[config.mk]
export PLATFORM = sky130hd
export DESIGN_NAME = rivp_vector_unit
export DESIGN_NICKNAME = d
export VERILOG_FILES = /design/src/inc/rivp_pkg.sv /design/src/verilog/rivp_vector_unit.sv /design/src/verilog/rivp_vec_pick.sv
export VERILOG_INCLUDE_DIRS = /design/src /design/src/inc
export SDC_FILE = /design/constraint.sdc
export NUM_CORES = 1
export LEC_CHECK = 0
export BUFFER_PORTS_ARGS = -buffer_cell sky130_fd_sc_hd__buf_2
export CAP_MARGIN = 40
export CORE_MARGIN = 2
export CORE_UTILIZATION = 28
export CTS_CLUSTER_DIAMETER = 50
export DETAILED_ROUTE_END_ITERATION = 6
export SYNTH_ARGS = -nofsm -noshare
export SYNTH_HDL_FRONTEND = slang
export SYNTH_SLANG_ARGS = --single-unit
[constraint.sdc]
create_clock -name clk -period 1.32 [get_ports clk]
set_input_delay 0.066 -clock clk [delete_from_list [all_inputs] [get_ports clk]]
set_output_delay 0.066 -clock clk [all_outputs]
set_load 0.01 [all_outputs]
[src/inc/rivp_defs.svh]
`ifndef RIVP_DEFS_SVH
`define RIVP_DEFS_SVH

// ****************************************************************
// widths and counts
// ****************************************************************
`define RIVP_PC_W           12
`define RIVP_NUM_IRQ        20
`define RIVP_NUM_W          5

// ****************************************************************
// addresses and encodings
// ****************************************************************
`define RIVP_RESET_ADDR     12'h000
`define RIVP_IRQ_BASE       12'h001
`define RIVP_RESET_VEC_NUM  5'h01
`define RIVP_FIRST_IRQ_VEC  5'h02
`define RIVP_FUSE_UNPROG    1'b1
`define RIVP_SEL_RESET      1'b0
`define RIVP_SEL_BIT        1
`define RIVP_UNLOCK_BIT     0

// ****************************************************************
// timing: the unlock bit stays armed for four core cycles
// ****************************************************************
`define RIVP_UNLOCK_CYCLES  4
`define RIVP_UNLOCK_LOAD    2'(`RIVP_UNLOCK_CYCLES - 1)

`endif

[src/inc/rivp_pkg.sv]
`include "rivp_defs.svh"

package rivp_pkg;

    // word address into program flash
    typedef logic [`RIVP_PC_W-1:0] rivp_addr_t;

    // write data of the general_interrupt_control bits kept here
    typedef struct packed {
        logic vector_table_select;   // bit 1
        logic vector_change_unlock;  // bit 0
    } rivp_gic_t;

    // phases of the vector move sequence
    typedef enum logic [1:0] {
        RIVP_IDLE  = 2'b00,
        RIVP_ARMED = 2'b01,
        RIVP_HOLD  = 2'b10
    } rivp_phase_t;

    // one vector handed to the core
    typedef struct packed {
        rivp_addr_t                addr;
        logic [`RIVP_NUM_W-1:0]    num;
        logic                      valid;
    } rivp_vec_t;

    // complete state of the top module
    typedef struct packed {
        rivp_phase_t phase;
        logic [1:0]  cnt;
        logic        sel;
        rivp_vec_t   rst;
        rivp_vec_t   irq;
    } rivp_state_t;

    // vector address of interrupt source idx, relocated when sel is set
    function automatic rivp_addr_t rivp_vec_addr(input logic [`RIVP_NUM_W-1:0] idx,
                                                 input logic sel,
                                                 input rivp_addr_t boot);
        rivp_addr_t base;
        base = `RIVP_IRQ_BASE + rivp_addr_t'(idx);
        return sel ? base + boot : base;
    endfunction : rivp_vec_addr

endpackage : rivp_pkg

[src/verilog/rivp_vector_unit.sv]
// Summary of operation
// RULE_01: With the boot reset fuse unprogrammed every reset starts fetching at word 0x000.
// RULE_02: Vectors 2 to 11 sit at words 0x001 to 0x00A, from external request 0 up to SPI done.
// RULE_03: Vectors 12 to 21 sit at words 0x00B to 0x014, from USART receive up to store ready.
// RULE_04: With the boot reset fuse programmed reset starts at the boot loader reset address.
// RULE_05: With the table select bit set each vector address is its base address plus the boot start.
// RULE_06: Vectors start at 0x0001 with select clear and at boot reset address plus 0x0001 with it set.
// RULE_07: A fuse value of 1 means unprogrammed (reset at zero) and 0 means programmed (boot reset).
// RULE_08: A vector is fetched only for a source that is enabled and taken.
// RULE_09: When reset and vectors lie in different sections the other section's slots are never used.
// RULE_10: The table select bit is bit 1 of the control register, resets to zero, one means boot section.
// RULE_11: Software arms unlock, then within four cycles writes select with unlock zero; unlock self clears.
// RULE_12: Interrupts are held off from the arming cycle until after the next instruction, or four cycles.
// RULE_13: Among several pending requests the lowest vector number is served.
`timescale 1ns/10ps
`default_nettype none

`include "rivp_defs.svh"

module rivp_vector_unit (
    // clock and reset
    input  wire logic                      clk,
    input  wire logic                      resetn,
    // fuse straps
    input  wire logic                      boot_reset_select_fuse,
    input  wire rivp_pkg::rivp_addr_t      boot_reset_addr,
    // general_interrupt_control write from the core and read back
    input  wire logic                      gic_wr,
    input  wire rivp_pkg::rivp_gic_t       gic_wdata,
    output rivp_pkg::rivp_gic_t            gic_rdata,
    // core status
    input  wire logic                      instr_done,
    input  wire logic                      global_int_enable,
    // interrupt requests and acceptance
    input  wire logic [`RIVP_NUM_IRQ-1:0]  irq_req,
    input  wire logic                      irq_ack,
    output logic                           irq_valid,
    output rivp_pkg::rivp_addr_t           irq_vec_addr,
    output logic [`RIVP_NUM_W-1:0]         irq_vec_num,
    output logic                           irq_blocked,
    // reset entry
    output logic                           reset_vec_valid,
    output rivp_pkg::rivp_addr_t           reset_vec_addr
);

    // ****************************************************************
    // state
    // ****************************************************************
    rivp_pkg::rivp_state_t st_reg;
    rivp_pkg::rivp_state_t st_next;

    logic                      pick_any;
    logic [`RIVP_NUM_W-1:0]    pick_num;
    rivp_pkg::rivp_addr_t      pick_addr;
    logic                      arm_wr;
    logic                      sel_wr;

    // ****************************************************************
    // priority pick
    // ****************************************************************
    rivp_vec_pick u_pick (
        .req       (irq_req),
        .sel       (st_reg.sel),
        .boot_addr (boot_reset_addr),
        .any       (pick_any),
        .num       (pick_num),
        .addr      (pick_addr)
    );

    // decoded control writes
    assign arm_wr = gic_wr & gic_wdata.vector_change_unlock;
    assign sel_wr = gic_wr & ~gic_wdata.vector_change_unlock & (st_reg.phase == rivp_pkg::RIVP_ARMED);

    // ****************************************************************
    // next state
    // ****************************************************************
    always_comb begin
        st_next = st_reg;
        // unlock window and post-write hold
        unique case (st_reg.phase)
            rivp_pkg::RIVP_IDLE: begin
                st_next.phase = rivp_pkg::RIVP_IDLE;
            end
            rivp_pkg::RIVP_ARMED: begin
                if (st_reg.cnt == 2'h0) begin
                    st_next.phase = rivp_pkg::RIVP_IDLE;          // [RULE_11]
                end else begin
                    st_next.cnt = st_reg.cnt - 2'h1;
                end
            end
            rivp_pkg::RIVP_HOLD: begin
                // the instruction after the select write has retired
                if (instr_done) begin
                    st_next.phase = rivp_pkg::RIVP_IDLE;          // [RULE_12]
                end
            end
            default: begin
                st_next.phase = rivp_pkg::RIVP_IDLE;
            end
        endcase
        // writes override the countdown; re-arming restarts the window
        if (arm_wr) begin
            st_next.phase = rivp_pkg::RIVP_ARMED;                 // [RULE_11]
            st_next.cnt   = `RIVP_UNLOCK_LOAD;
        end else if (sel_wr) begin
            st_next.sel   = gic_wdata.vector_table_select;       // [RULE_10] [RULE_11]
            st_next.phase = rivp_pkg::RIVP_HOLD;                  // [RULE_12]
        end
        // fuse sampled once, on the first edge after reset release
        if (!st_reg.rst.valid) begin
            st_next.rst.valid = 1'b1;
            st_next.rst.num   = `RIVP_RESET_VEC_NUM;
            st_next.rst.addr  = (boot_reset_select_fuse == `RIVP_FUSE_UNPROG)
                              ? `RIVP_RESET_ADDR                  // [RULE_01] [RULE_07]
                              : boot_reset_addr;                  // [RULE_04]
        end
        // acceptance drops the stale pick so a source is never taken twice
        st_next.irq.valid = pick_any & ~irq_ack;                  // [RULE_08]
        st_next.irq.num   = pick_num;                             // [RULE_13]
        st_next.irq.addr  = pick_addr;                            // [RULE_09]
    end

    // ****************************************************************
    // state register
    // ****************************************************************
    always_ff @(posedge clk or negedge resetn) begin
        if (!resetn) begin
            st_reg       <= '0;
            st_reg.phase <= rivp_pkg::RIVP_IDLE;
            st_reg.sel   <= `RIVP_SEL_RESET;                      // [RULE_10]
        end else begin
            st_reg <= st_next;
        end
    end

    // ****************************************************************
    // outputs
    // ****************************************************************
    // block covers the arming cycle itself, not only the armed state
    assign irq_blocked = arm_wr | (st_reg.phase != rivp_pkg::RIVP_IDLE);          // [RULE_12]
    assign irq_valid   = st_reg.irq.valid & global_int_enable & st_reg.rst.valid
                       & ~irq_blocked;                                            // [RULE_08]
    assign irq_vec_addr    = st_reg.irq.addr;
    assign irq_vec_num     = st_reg.irq.num;
    assign reset_vec_valid = st_reg.rst.valid;
    assign reset_vec_addr  = st_reg.rst.addr;
    assign gic_rdata = {st_reg.sel, (st_reg.phase == rivp_pkg::RIVP_ARMED)};  // select in bit 1, armed in bit 0

    // helper: requests seen by the pick one cycle back
    logic [`RIVP_NUM_IRQ-1:0] chk_req_reg;
    logic [`RIVP_NUM_W-1:0]   chk_idx;
    always_ff @(posedge clk or negedge resetn) begin
        if (!resetn) begin
            chk_req_reg <= '0;
        end else begin
            chk_req_reg <= irq_req;
        end
    end
    assign chk_idx = irq_vec_num - `RIVP_FIRST_IRQ_VEC;
endmodule : rivp_vector_unit

`default_nettype wire

[src/verilog/rivp_vec_pick.sv]
`timescale 1ns/10ps
`default_nettype none
`include "rivp_defs.svh"

// ****************************************************************
// lowest numbered request wins, address relocated by select bit
// ****************************************************************
module rivp_vec_pick (
    // requests, already gated by each source's own enable
    input  wire logic [`RIVP_NUM_IRQ-1:0]  req,
    // placement
    input  wire logic                      sel,
    input  wire rivp_pkg::rivp_addr_t      boot_addr,
    // winner
    output logic                           any,
    output logic [`RIVP_NUM_W-1:0]         num,
    output rivp_pkg::rivp_addr_t           addr
);

    logic [`RIVP_NUM_IRQ:0]   none_below;
    logic [`RIVP_NUM_IRQ-1:0] hit;

    // ripple of "nothing lower pending"; one hit at most
    assign none_below[0] = 1'b1;
    genvar gi;
    generate
        for (gi = 0; gi < `RIVP_NUM_IRQ; gi = gi + 1) begin : g_chain
            assign hit[gi]          = req[gi] & none_below[gi];    // [RULE_13]
            assign none_below[gi+1] = none_below[gi] & ~req[gi];
        end
    endgenerate

    // one-hot to index; vector number is index plus two
    always_comb begin
        logic [`RIVP_NUM_W-1:0] idx;
        idx = '0;
        for (int i = 0; i < `RIVP_NUM_IRQ; i++) begin
            if (hit[i]) begin
                idx = idx | `RIVP_NUM_W'(i);
            end
        end
        any  = ~none_below[`RIVP_NUM_IRQ];
        num  = idx + `RIVP_FIRST_IRQ_VEC;                           // [RULE_02] [RULE_03]
        addr = rivp_pkg::rivp_vec_addr(idx, sel, boot_addr);       // [RULE_05] [RULE_06]
    end

endmodule : rivp_vec_pick

`default_nettype wire

=== Yosys cells after proc, flatten, opt, wreduce, memory -nomap -nowiden ===
Cells that the tools add are included.

* Bitwise gates (word level): 71
* Eq/ne operators: 5
* Reductions and logical operators: 6
* Add/sub/neg operators: 4
* Muxes and demuxes: 29

{| class="wikitable"
|+ Operator list
! cell !! number
|-
| $and 1x1->1 || 45
|-
| $mux 4 || 8
|-
| $not 1->1 || 25
|-
| $mux 12 || 2
|-
| $mux 5 || 4
|-
| $mux 2 || 9
|-
| $add 6x12->12 || 1
|-
| $mux 3 || 4
|-
| $add 1x5->6 const A || 1
|-
| $reduce_and 2->1 || 3
|-
| $add 5x2->5 const B || 1
|-
| $ne 4x1->1 const B || 1
|-
| $ne 4x4->1 const B || 1
|-
| $pmux 2 s2 || 1
|-
| $reduce_bool 2->1 || 2
|-
| $eq 2x1->1 const B || 1
|-
| $eq 2x2->1 const B || 1
|-
| $logic_not 2->1 || 1
|-
| $ne 2x2->1 const B || 1
|-
| $sub 2x1->2 const B || 1
|-
| $mux 1 || 1
|-
| $or 1x1->1 || 1
|}

* Word-level logic and storage cells: 123
* Output and inout port bits: 34
* Register bits after elaboration: 36
* Input port bits: 41

=== Longest topological paths before layout ===
Gate-level depths: netlist of the first run.

* Depth in word-level cells: 24
* Gate-level depth with buffers: 15
* Mapped depth without buffers: 15

=== By module ===
Synthesis of the first run repeated with hierarchy kept, for this count alone.

* Cell total of the unflattened synthesis: 235
* Area, all modules: 2,270.9 µm²

{| class="wikitable"
|+ Modules (own cells, without submodules)
! module !! area an instance (µm²) !! cells an instance !! sequential area each (µm²) !! times used
|-
| rivp_vector_unit || 1,462.7 || 121 || 900.9 || 1
|-
| rivp_vec_pick || 808.3 || 114 || 0.0 || 1
|}

=== Least setup slack after synthesis of the first run ===
OpenSTA, ideal clock, no wires.

* Kind: input to register
* Start point: input port irq_req[3]
* End point: register st_reg, in the netlist irq_vec_addr[8]
* Setup time: 0.119 ns
* Slack: -1.475 ns
* Data arrival time: 2.677 ns
* Stages on the path: 12
* Required time: 1.201 ns
* Path through: nor4_4 > nand2_2 > o32ai_2 > or3_1 > ha_1 > fa_1 > a21o_1 > a21o_1 > a21o_1 > a21oi_1 > nor3_1 > o21a_1

* Cells in the longest elaborated chain, start to end: 22
* Elaborated cells on any way between the ends: 54

{| class="wikitable"
|+ RTL lines
! element !! line !! RTL
|-
| start: declaration || rivp_vector_unit.sv:35 || <nowiki>input wire logic [`RIVP_NUM_IRQ-1:0] irq_req,</nowiki>
|-
| $not 1->1 || rivp_vec_pick.sv:29 || <nowiki>assign none_below[gi+1] = none_below[gi] & ~req[gi];</nowiki>
|-
| $and 1x1->1 || rivp_vec_pick.sv:29 ||
|-
| $and 1x1->1 (on tied branches) || rivp_vec_pick.sv:29, rivp_vec_pick.sv:28 ||
|-
| $and 1x1->1, or another cell as far along || rivp_vec_pick.sv:28 || <nowiki>assign hit[gi] = req[gi] & none_below[gi];</nowiki>
|-
| $mux 3, or another cell as far along (3 in a row) || rivp_vec_pick.sv:38 || <nowiki>if (hit[i]) begin</nowiki>
|-
| $mux 4, or another cell as far along (8 in a row) || rivp_vec_pick.sv:38 ||
|-
| $mux 5, or another cell as far along (2 in a row) || rivp_vec_pick.sv:38 ||
|-
| $mux 5 or $and 1x1->1 (tied branches) || rivp_vec_pick.sv:38, rivp_vec_pick.sv:28 ||
|-
| $mux 5 * || rivp_vec_pick.sv:38 ||
|-
| $add 1x5->6 (no source line) * || n/a ||
|-
| $add 6x12->12 * || rivp_pkg.sv:43 || <nowiki>return sel ? base + boot : base;</nowiki>
|-
| $mux 12 * || rivp_pkg.sv:43 ||
|-
| net pick_addr[8] || rivp_vector_unit.sv:54 || <nowiki>rivp_pkg::rivp_addr_t pick_addr;</nowiki>
|-
| end signal: assignment || rivp_vector_unit.sv:132 || <nowiki>st_reg <= st_next;</nowiki>
|-
| end: declaration || rivp_vector_unit.sv:49 || <nowiki>rivp_pkg::rivp_state_t st_reg;</nowiki>
|}

Mark *: on every way through the listed nets, which the timed path passes. The rest lies on a longest branch.
A chain may end at the register's enable or synchronous reset.

=== Worst setup path after layout of the first run ===
Same ends and word-level chain as after synthesis.

==> results of run 1 <==
[cells in the final DEF, fill, tap and decap left out, types with 4 or more instances in the layout]
cell      Yosys  final
a21o_1        5      5
a21oi_1      10      7
buf_2         0     70
buf_4        30     50
buf_6         0      9
clkbuf_8      0      5
dfrtp_1      36     35
ha_1         10      6
ha_4          0      4
inv_1         6      5
nand2_1      26     23
nand2_2       1      4
nand2b_1     16     16
nor2_1       17     15
nor2b_1       4      4
o21ai_0      15     13
[area by class of cell]
class                      instances  area [um^2]  share of cell area, %
tap                              102          128                   3.80
timing repair buffer             133          872                   26.0
clock buffer                       5         68.8                   2.05
multi-input combinational        161         1270                   37.9
clock inverter                     3         90.1                   2.68
inverter                           6         25.0                  0.745
sequential                        36          902                   26.9
[routing by layer]
layer,global-route usage (%),vias up,part of all wire (%)
li1,-,982,-
met1,16.1,927,45
met2,21.6,59,48
met3,2.58,15,4.6
met4,5.15,0,2.6
met5,0,-,0
[report_power, final]
group / leakage, nW / switching, W / internal, W / total [W]
registers: 0.453 / 0.000104 / 0.00128 / 0.00139
logic: 1.15 / 0.000543 / 0.000563 / 0.00111
clock network: 0.0784 / 0.000407 / 0.000945 / 0.00135
total: 1.68 / 0.00105 / 0.00279 / 0.00384
[stage by stage]
stage	cell area (um^2)	std cells	hold WS, ns
after floorplan	2300	238	-0.230
after global placement	2880	422	0.0342
after detailed placement	2880	422	0.0338
after CTS	3240	443	0.00564
after global routing	3360	446	0.00162
final	3360	446	0.0104
[kinds of logic (layout without fill, tap and decap cells)]
group                      count (synthesis)  after routing  synth area share [%]
and+or+nand+nor                           84             84                  20.6
AOI/OAI and AO/OA                         48             48                  13.8
buffers and inverters                     41            147                  11.9
DFF                                       36             36                  40.2
adders and majority gates                 11             11                  6.47
xor gates and xnor gates                  10             10                  3.90
muxes                                      6              6                  2.84
other                                      2              2                 0.335
[timing repair]
item / CTS / global route
endpoints found under the setup margin: 13 / 14
cloned: 0 / 0
gates resized for setup: 20 / 22
setup buffers: 10 / 5
endpoints found under the hold margin: 19 / 0
pin swaps: 31 / 29
hold buffers: 3 / 0
[final timing paths]
path                       cells past startpoint           endpoint              start  slack, ns
setup / recovery                              14    irq_vec_addr[8]         irq_req[3]      -1.27
setup reg to reg                               4       gic_rdata[1]         st_reg[40]       0.13
max in group asynchronous                      3  reset_vec_addr[2]             resetn       0.54
min in group asynchronous                      2    irq_vec_addr[3]             resetn       0.26
hold / removal                                 2       gic_rdata[1]       gic_wdata[1]       0.01
hold reg to reg                                2  reset_vec_addr[4]  reset_vec_addr[4]       0.49
==> run_summary.xml, run 1 <==
<?xml version="1.0" encoding="UTF-8"?>
<metrics>
  <group name="run_status">
    <metric name="status" unit="">finished, violations left</metric>
    <metric name="violated_checks" unit="">negative setup slack</metric>
  </group>
  <group name="worst_setup_path">
    <metric name="worstSetupPathType" unit="">input pin to register</metric>
    <metric name="cp_slowest_cell" unit="">nor4_4</metric>
    <metric name="cp_max_fo" unit="">4</metric>
    <metric name="critical-path-top-delay-family" unit="">compound AO/OA/AOI/OAI gates</metric>
    <metric name="critical_path_buf_inv_count" unit="">1</metric>
    <metric name="critical_path.endpoint_type" unit="">register</metric>
    <metric name="worst_path_most_repeated_cell" unit="">a21o_1</metric>
    <metric name="cpPeakStageDelay" unit="ns">0.35</metric>
    <metric name="crit_arrival" unit="ns">2.78</metric>
    <metric name="path_cells" unit="">buf_8, nor4_4, nand4_1, o21ai_2, or2_4, ha_4, xor2_2, ha_1, a21o_1, a21o_1, a21o_1, a21oi_4, nor3_2, o21a_1</metric>
    <metric name="startpoint_type" unit="">input pin</metric>
    <metric name="required" unit="ns">1.51</metric>
  </group>
  <group name="layout">
    <metric name="drive_above_1_share" unit="%">51.2</metric>
    <metric name="n_antenna_cell" unit="">0</metric>
    <metric name="finish.utilization" unit="%">43.5</metric>
    <metric name="fillCellCount" unit="">744</metric>
    <metric name="area_growth_syn_to_layout" unit="%">49.7</metric>
    <metric name="finish.net_count" unit="">395</metric>
  </group>
  <group name="global_route">
    <metric name="track_usage" unit="%">12.8</metric>
    <metric name="vias_in_the_first_global_route" unit="">1957</metric>
    <metric name="largest_net_degree_at_the_start_of_global_routing" unit="">20</metric>
    <metric name="number_of_antenna_violations_at_the_first_check_in_global_routing" unit="">0</metric>
    <metric name="grt_first_pass_wirelength" unit="mm">8.89</metric>
    <metric name="total_grt_overflow" unit="">0</metric>
  </group>
  <group name="timing">
    <metric name="timing.fmax" unit="MHz">386</metric>
    <metric name="fin_ws" unit="ns">-1.27</metric>
    <metric name="fin_worst_skew" unit="ns">0.00800</metric>
    <metric name="report.final.setup_viol" unit="">13</metric>
    <metric name="total_negative_slack_for_setup_checks" unit="ns">-11.90</metric>
    <metric name="grt_setup_unrepaired" unit="">true</metric>
    <metric name="finalHoldViolations" unit="">0</metric>
    <metric name="layout_worst_path_cycle_share" unit="%">196</metric>
    <metric name="slew_violations" unit="">0</metric>
    <metric name="finalWorstPathRequiredPeriod" unit="ns">2.59</metric>
  </group>
  <group name="synthesis">
    <metric name="synth.top_cells.by_count" unit="">dfrtp_1 (36), buf_4 (30), nand2_1 (26)</metric>
    <metric name="synth_area_leader_cell" unit="">dfrtp_1</metric>
    <metric name="count_of_flip_flops_with_a_built_in_enable_after_synthesis" unit="">0</metric>
    <metric name="synthFlopType" unit="">dfrtp_1</metric>
    <metric name="synth_seq_area_share" unit="%">40.2</metric>
    <metric name="syn-num-nets" unit="">290</metric>
    <metric name="yosys_warnings" unit="">0</metric>
    <metric name="synth_seq_cells" unit="">36</metric>
    <metric name="synth_cells" unit="">238</metric>
    <metric name="netlist.area_leader.share" unit="%">40.2</metric>
    <metric name="postSynthAreaPerCell" unit="um^2">9.43</metric>
    <metric name="syn-cell-area" unit="mm^2">0.00224</metric>
    <metric name="synth_top_cells_by_area" unit="">dfrtp_1 (40%), buf_4 (10%), ha_1 (5.6%)</metric>
    <metric name="synth.distinct_cells" unit="">44</metric>
    <metric name="ys_async_sr_fraction" unit="%">100</metric>
    <metric name="synth.most_common_cell" unit="">dfrtp_1</metric>
  </group>
  <group name="floorplan">
    <metric name="core.rowCount" unit="">32</metric>
    <metric name="die_w" unit="um">93.5</metric>
    <metric name="dieArea" unit="mm^2">0.00874</metric>
    <metric name="boundary_pins" unit="">75</metric>
    <metric name="die_height" unit="um">93.5</metric>
    <metric name="effective_utilization_at_floorplan" unit="%">29.0</metric>
    <metric name="core_area" unit="mm^2">0.00773</metric>
  </group>
  <group name="clocking">
    <metric name="clkLatencyLatePin" unit="ns">0.29</metric>
    <metric name="cts_root_buf" unit="">clkbuf_8</metric>
    <metric name="tritoncts" unit="">built</metric>
    <metric name="tritoncts.num_buffers" unit="">5</metric>
    <metric name="ctsHtreeMaxLevel" unit="">2</metric>
    <metric name="max-clock-path-buffers" unit="">2</metric>
    <metric name="clock_sink_count" unit="">36</metric>
    <metric name="clk_transition_reported_paths" unit="ns">0.08</metric>
  </group>
  <group name="placed_design">
    <metric name="place_worst_setup_slack" unit="ns">-1.60</metric>
    <metric name="gp_congestion" unit="">0.801</metric>
    <metric name="dp_hpwl" unit="mm">4.23</metric>
    <metric name="port_buffers" unit="">74</metric>
  </group>
  <group name="route">
    <metric name="avgViaCountPerCell" unit="">4.45</metric>
    <metric name="final_antenna_net_count" unit="">0</metric>
    <metric name="dr.first_iter.drc_count" unit="">62</metric>
    <metric name="routed_wirelength" unit="mm">5.59</metric>
    <metric name="drc" unit="">0</metric>
    <metric name="route.vias.total" unit="">1983</metric>
    <metric name="wire_per_inst" unit="um">12.5</metric>
    <metric name="drt_first_pass_iters" unit="">4</metric>
  </group>
  <group name="job">
    <metric name="max_cap_viol_count" unit="">0</metric>
  </group>
  <group name="hold_path">
    <metric name="min-delay-path-class" unit="">input pin to register</metric>
  </group>
  <group name="pwr">
    <metric name="power.ir.vdd_worst" unit="mV">0.410</metric>
    <metric name="power.density" unit="mW/mm^2">1140</metric>
    <metric name="leakage" unit="nW">1.68</metric>
    <metric name="power.total" unit="W">0.00384</metric>
  </group>
</metrics>
(Power assumes the default switching activity.)
==> run 2: changes to the inputs <==
ABC_AREA = 1   (was unset)
==> run 2 against run 1 <==
Compared with the run above: the flow still finishes with violations (negative setup slack); global-route usage shrank 0.24 points; total power fell by 14%; hold slack better by 0.015 ns; cell count up 12%; synthesized cell count rose by 21%; sequential cell count is the same; clock power decreased by 29%; final area increased by 1.2%.
==> run_summary.xml, run 2 <==
<?xml version="1.0" encoding="UTF-8"?>
<metrics>
  <group name="route">
    <metric name="drc" unit="">0</metric>
    <metric name="wire_per_inst" unit="um">11.8</metric>
    <metric name="avgViaCountPerCell" unit="">4.33</metric>
    <metric name="drt_first_pass_iters" unit="">4</metric>
    <metric name="routed_wirelength" unit="mm">5.90</metric>
    <metric name="dr.first_iter.drc_count" unit="">92</metric>
    <metric name="route.vias.total" unit="">2155</metric>
    <metric name="final_antenna_net_count" unit="">0</metric>
  </group>
  <group name="layout">
    <metric name="area_growth_syn_to_layout" unit="%">46.1</metric>
    <metric name="mostFrequentLayoutCell" unit="">buf_2</metric>
    <metric name="fin_area" unit="mm^2">0.00340</metric>
    <metric name="drive_above_1_share" unit="%">48.9</metric>
    <metric name="finish.net_count" unit="">444</metric>
    <metric name="most-common-layout-cells" unit="">buf_2 (67), buf_4 (50), nand2_1 (43), inv_1 (41), dfrtp_1 (36)</metric>
    <metric name="n_antenna_cell" unit="">0</metric>
    <metric name="finish.utilization" unit="%">41.8</metric>
  </group>
  <group name="synthesis">
    <metric name="netlist.area_leader.share" unit="%">38.7</metric>
    <metric name="syn-cell-area" unit="mm^2">0.00233</metric>
    <metric name="muxShareOfSynthArea" unit="%">0</metric>
    <metric name="synth.top_cells.by_count" unit="">nand2_1 (52), inv_1 (43), dfrtp_1 (36)</metric>
    <metric name="synth_top_cells_by_area" unit="">dfrtp_1 (39%), buf_4 (9.7%), nand2_1 (8.4%)</metric>
    <metric name="synth_xor_area_share" unit="%">2.20</metric>
    <metric name="synth-compound-area-share" unit="%">9.78</metric>
    <metric name="synth_cells" unit="">289</metric>
    <metric name="largest_family_of_logic_cells_by_synthesized_area" unit="">simple AND/OR/NAND/NOR gates</metric>
    <metric name="synth.most_common_cell" unit="">nand2_1</metric>
    <metric name="postSynthAreaPerCell" unit="um^2">8.05</metric>
    <metric name="synth.distinct_cells" unit="">36</metric>
    <metric name="synth_area_leader_cell" unit="">dfrtp_1</metric>
    <metric name="synth_seq_cells" unit="">36</metric>
    <metric name="synth-adder-area-share" unit="%">6.24</metric>
    <metric name="synthFlopType" unit="">dfrtp_1</metric>
    <metric name="synth_seq_area_share" unit="%">38.7</metric>
    <metric name="synthSimpleGateAreaFrac" unit="%">25.6</metric>
    <metric name="syn-num-nets" unit="">341</metric>
    <metric name="count_of_flip_flops_with_a_built_in_enable_after_synthesis" unit="">0</metric>
    <metric name="yosys_warnings" unit="">0</metric>
    <metric name="ys_async_sr_fraction" unit="%">100</metric>
  </group>
  <group name="worst_setup_path">
    <metric name="startpoint_type" unit="">input pin</metric>
    <metric name="critical_path.endpoint_type" unit="">register</metric>
    <metric name="crit_arrival" unit="ns">2.44</metric>
    <metric name="worst_reg_to_reg_cells" unit="">6</metric>
    <metric name="worstSetupPathType" unit="">input pin to register</metric>
    <metric name="critical-path-top-delay-family" unit="">simple AND/OR/NAND/NOR gates</metric>
    <metric name="path_cells" unit="">buf_6, nor2_4, nand2_4, nor2_8, nand3_4, nor2_4, inv_1, nor2_1, nand3_1, nand2_2, ha_4, nand2_2, nand2_2, nand2_2, inv_2, ha_4, a21oi_4, o21ai_2, a21oi_2, nor2_2, nand2_2, inv_2, a21oi_2, nor3_2</metric>
    <metric name="worstSetupPathDepth" unit="">24</metric>
    <metric name="required" unit="ns">1.48</metric>
    <metric name="cp_slowest_cell" unit="">ha_4</metric>
    <metric name="cpPeakStageDelay" unit="ns">0.21</metric>
    <metric name="critical_path_buf_inv_count" unit="">4</metric>
    <metric name="crit_start" unit="">irq_req[2]</metric>
    <metric name="cp_max_fo" unit="">4</metric>
    <metric name="worst_path_most_repeated_cell" unit="">nand2_2</metric>
    <metric name="startpoint_of_the_most_critical_register_to_register_path" unit="">st_reg[37]</metric>
  </group>
  <group name="placed_design">
    <metric name="gp_congestion" unit="">0.827</metric>
    <metric name="dp_hpwl" unit="mm">4.43</metric>
    <metric name="port_buffers" unit="">74</metric>
    <metric name="post_dp_cell_area" unit="mm^2">0.00296</metric>
  </group>
  <group name="pwr">
    <metric name="leakage" unit="nW">1.82</metric>
    <metric name="power.total" unit="W">0.00332</metric>
    <metric name="power.density" unit="mW/mm^2">975</metric>
    <metric name="power.ir.vdd_worst" unit="mV">0.528</metric>
  </group>
  <group name="clocking">
    <metric name="tritoncts" unit="">built</metric>
    <metric name="cts_root_buf" unit="">clkbuf_8</metric>
    <metric name="clk_transition_reported_paths" unit="ns">0.07</metric>
    <metric name="clock_sink_count" unit="">36</metric>
    <metric name="max-clock-path-buffers" unit="">2</metric>
    <metric name="clkLatencyLatePin" unit="ns">0.29</metric>
    <metric name="ctsHtreeMaxLevel" unit="">2</metric>
    <metric name="tritoncts.num_buffers" unit="">5</metric>
  </group>
  <group name="hold_path">
    <metric name="timing.hold.worst_path_depth" unit="">2</metric>
    <metric name="min-delay-path-class" unit="">input pin to register</metric>
    <metric name="hp-start" unit="">boot_reset_addr[9]</metric>
  </group>
  <group name="global_route">
    <metric name="grt_first_pass_wirelength" unit="mm">9.00</metric>
    <metric name="number_of_antenna_violations_at_the_first_check_in_global_routing" unit="">0</metric>
    <metric name="vias_in_the_first_global_route" unit="">2103</metric>
    <metric name="total_grt_overflow" unit="">0</metric>
    <metric name="largest_net_degree_at_the_start_of_global_routing" unit="">19</metric>
    <metric name="track_usage" unit="%">12.6</metric>
  </group>
  <group name="floorplan">
    <metric name="core_area" unit="mm^2">0.00813</metric>
    <metric name="core.rowCount" unit="">33</metric>
    <metric name="effective_utilization_at_floorplan" unit="%">28.6</metric>
    <metric name="die_w" unit="um">95.2</metric>
    <metric name="dieArea" unit="mm^2">0.00906</metric>
    <metric name="boundary_pins" unit="">75</metric>
    <metric name="die_height" unit="um">95.2</metric>
  </group>
  <group name="timing">
    <metric name="slew_violations" unit="">0</metric>
    <metric name="hold_ws" unit="ns">0.0252</metric>
    <metric name="report.final.setup_viol" unit="">12</metric>
    <metric name="finalWorstPathRequiredPeriod" unit="ns">2.29</metric>
    <metric name="fin_worst_skew" unit="ns">0.0119</metric>
    <metric name="layout_worst_path_cycle_share" unit="%">173</metric>
    <metric name="grt_setup_unrepaired" unit="">true</metric>
    <metric name="finalHoldViolations" unit="">0</metric>
    <metric name="timing.fmax" unit="MHz">437</metric>
    <metric name="fin_ws" unit="ns">-0.968</metric>
  </group>
  <group name="job">
    <metric name="max_cap_viol_count" unit="">0</metric>
  </group>
  <group name="run_status">
    <metric name="violated_checks" unit="">negative setup slack</metric>
    <metric name="status" unit="">finished, violations left</metric>
  </group>
</metrics>
-- run 2: cell types whose count changed in the layout (fill, tap and decap cells not counted), sizes merged, moves of 6 or more --
cell and delta:
inv +37, nand2 +28, nand2b -16, nand3 +20, nor2 +10, o21ai +6
-- run 2: cell families after synthesis --
| family | count (synthesis) |
|---|---|
| compound gates | 42 |
| xor+xnor | 5 |
| fa+ha+maj | 11 |
| buf+inv | 76 |
| flops | 36 |
| other cells | 2 |
| simple gates | 117 |
-- run 2: final cells by class --
cell class / instances / area, um^2
Timing Repair Buffer: 129 / 841
Tap cell: 105 / 131
Clock inverter: 3 / 42.5
Fill cell: 829 / 4730
Inverter: 43 / 161
Multi-Input combinational cell: 177 / 1250
Clock buffer: 5 / 68.8
Sequential cell: 36 / 901
-- run 2: timing repair --
item,in CTS,in global routing
setup buffers,7,3
resized for setup,19,30
hold buffers,4,0
endpoints found under the hold margin,39,0
pin swaps,23,25
setup endpoints to repair,12,15
-- run 2: final timing paths --
path | endpoint | slack [ns]
max in group asynchronous | st_reg[37] | 0.65
hold / removal | irq_vec_addr[9] | 0.03
min in group asynchronous | reset_vec_addr[8] | 0.15
hold reg to reg | st_reg[40] | 0.48
setup / recovery | irq_vec_addr[10] | -0.97
setup reg to reg | st_reg[37] | 0.13
-- run 2: per-layer routing --
metal	wire length (um)	up-vias	GRT usage [%]
li1	-	1091	-
met1	2430	1007	14.6
met2	3130	49	22.8
met3	246	8	2.06
met4	91	0	5.31
met5	0	-	0
-- run 2: per-stage QoR --
stage,instances,TNS [ns],setup WS (ns)
floorplan,289,-9.47,-1.04
finish,498,-9.29,-0.968
CTS,495,-9.02,-0.982
global route,498,-11.06,-1.15
detailed placement,476,-13.74,-1.38
global placement,476,-13.11,-1.29
-- run 2: power by group --
part           switching, W  total [W]  internal, W
Clock              0.000404   0.000963     0.000559
Sequential        0.0000768    0.00135      0.00127
Combinational      0.000548    0.00101     0.000458
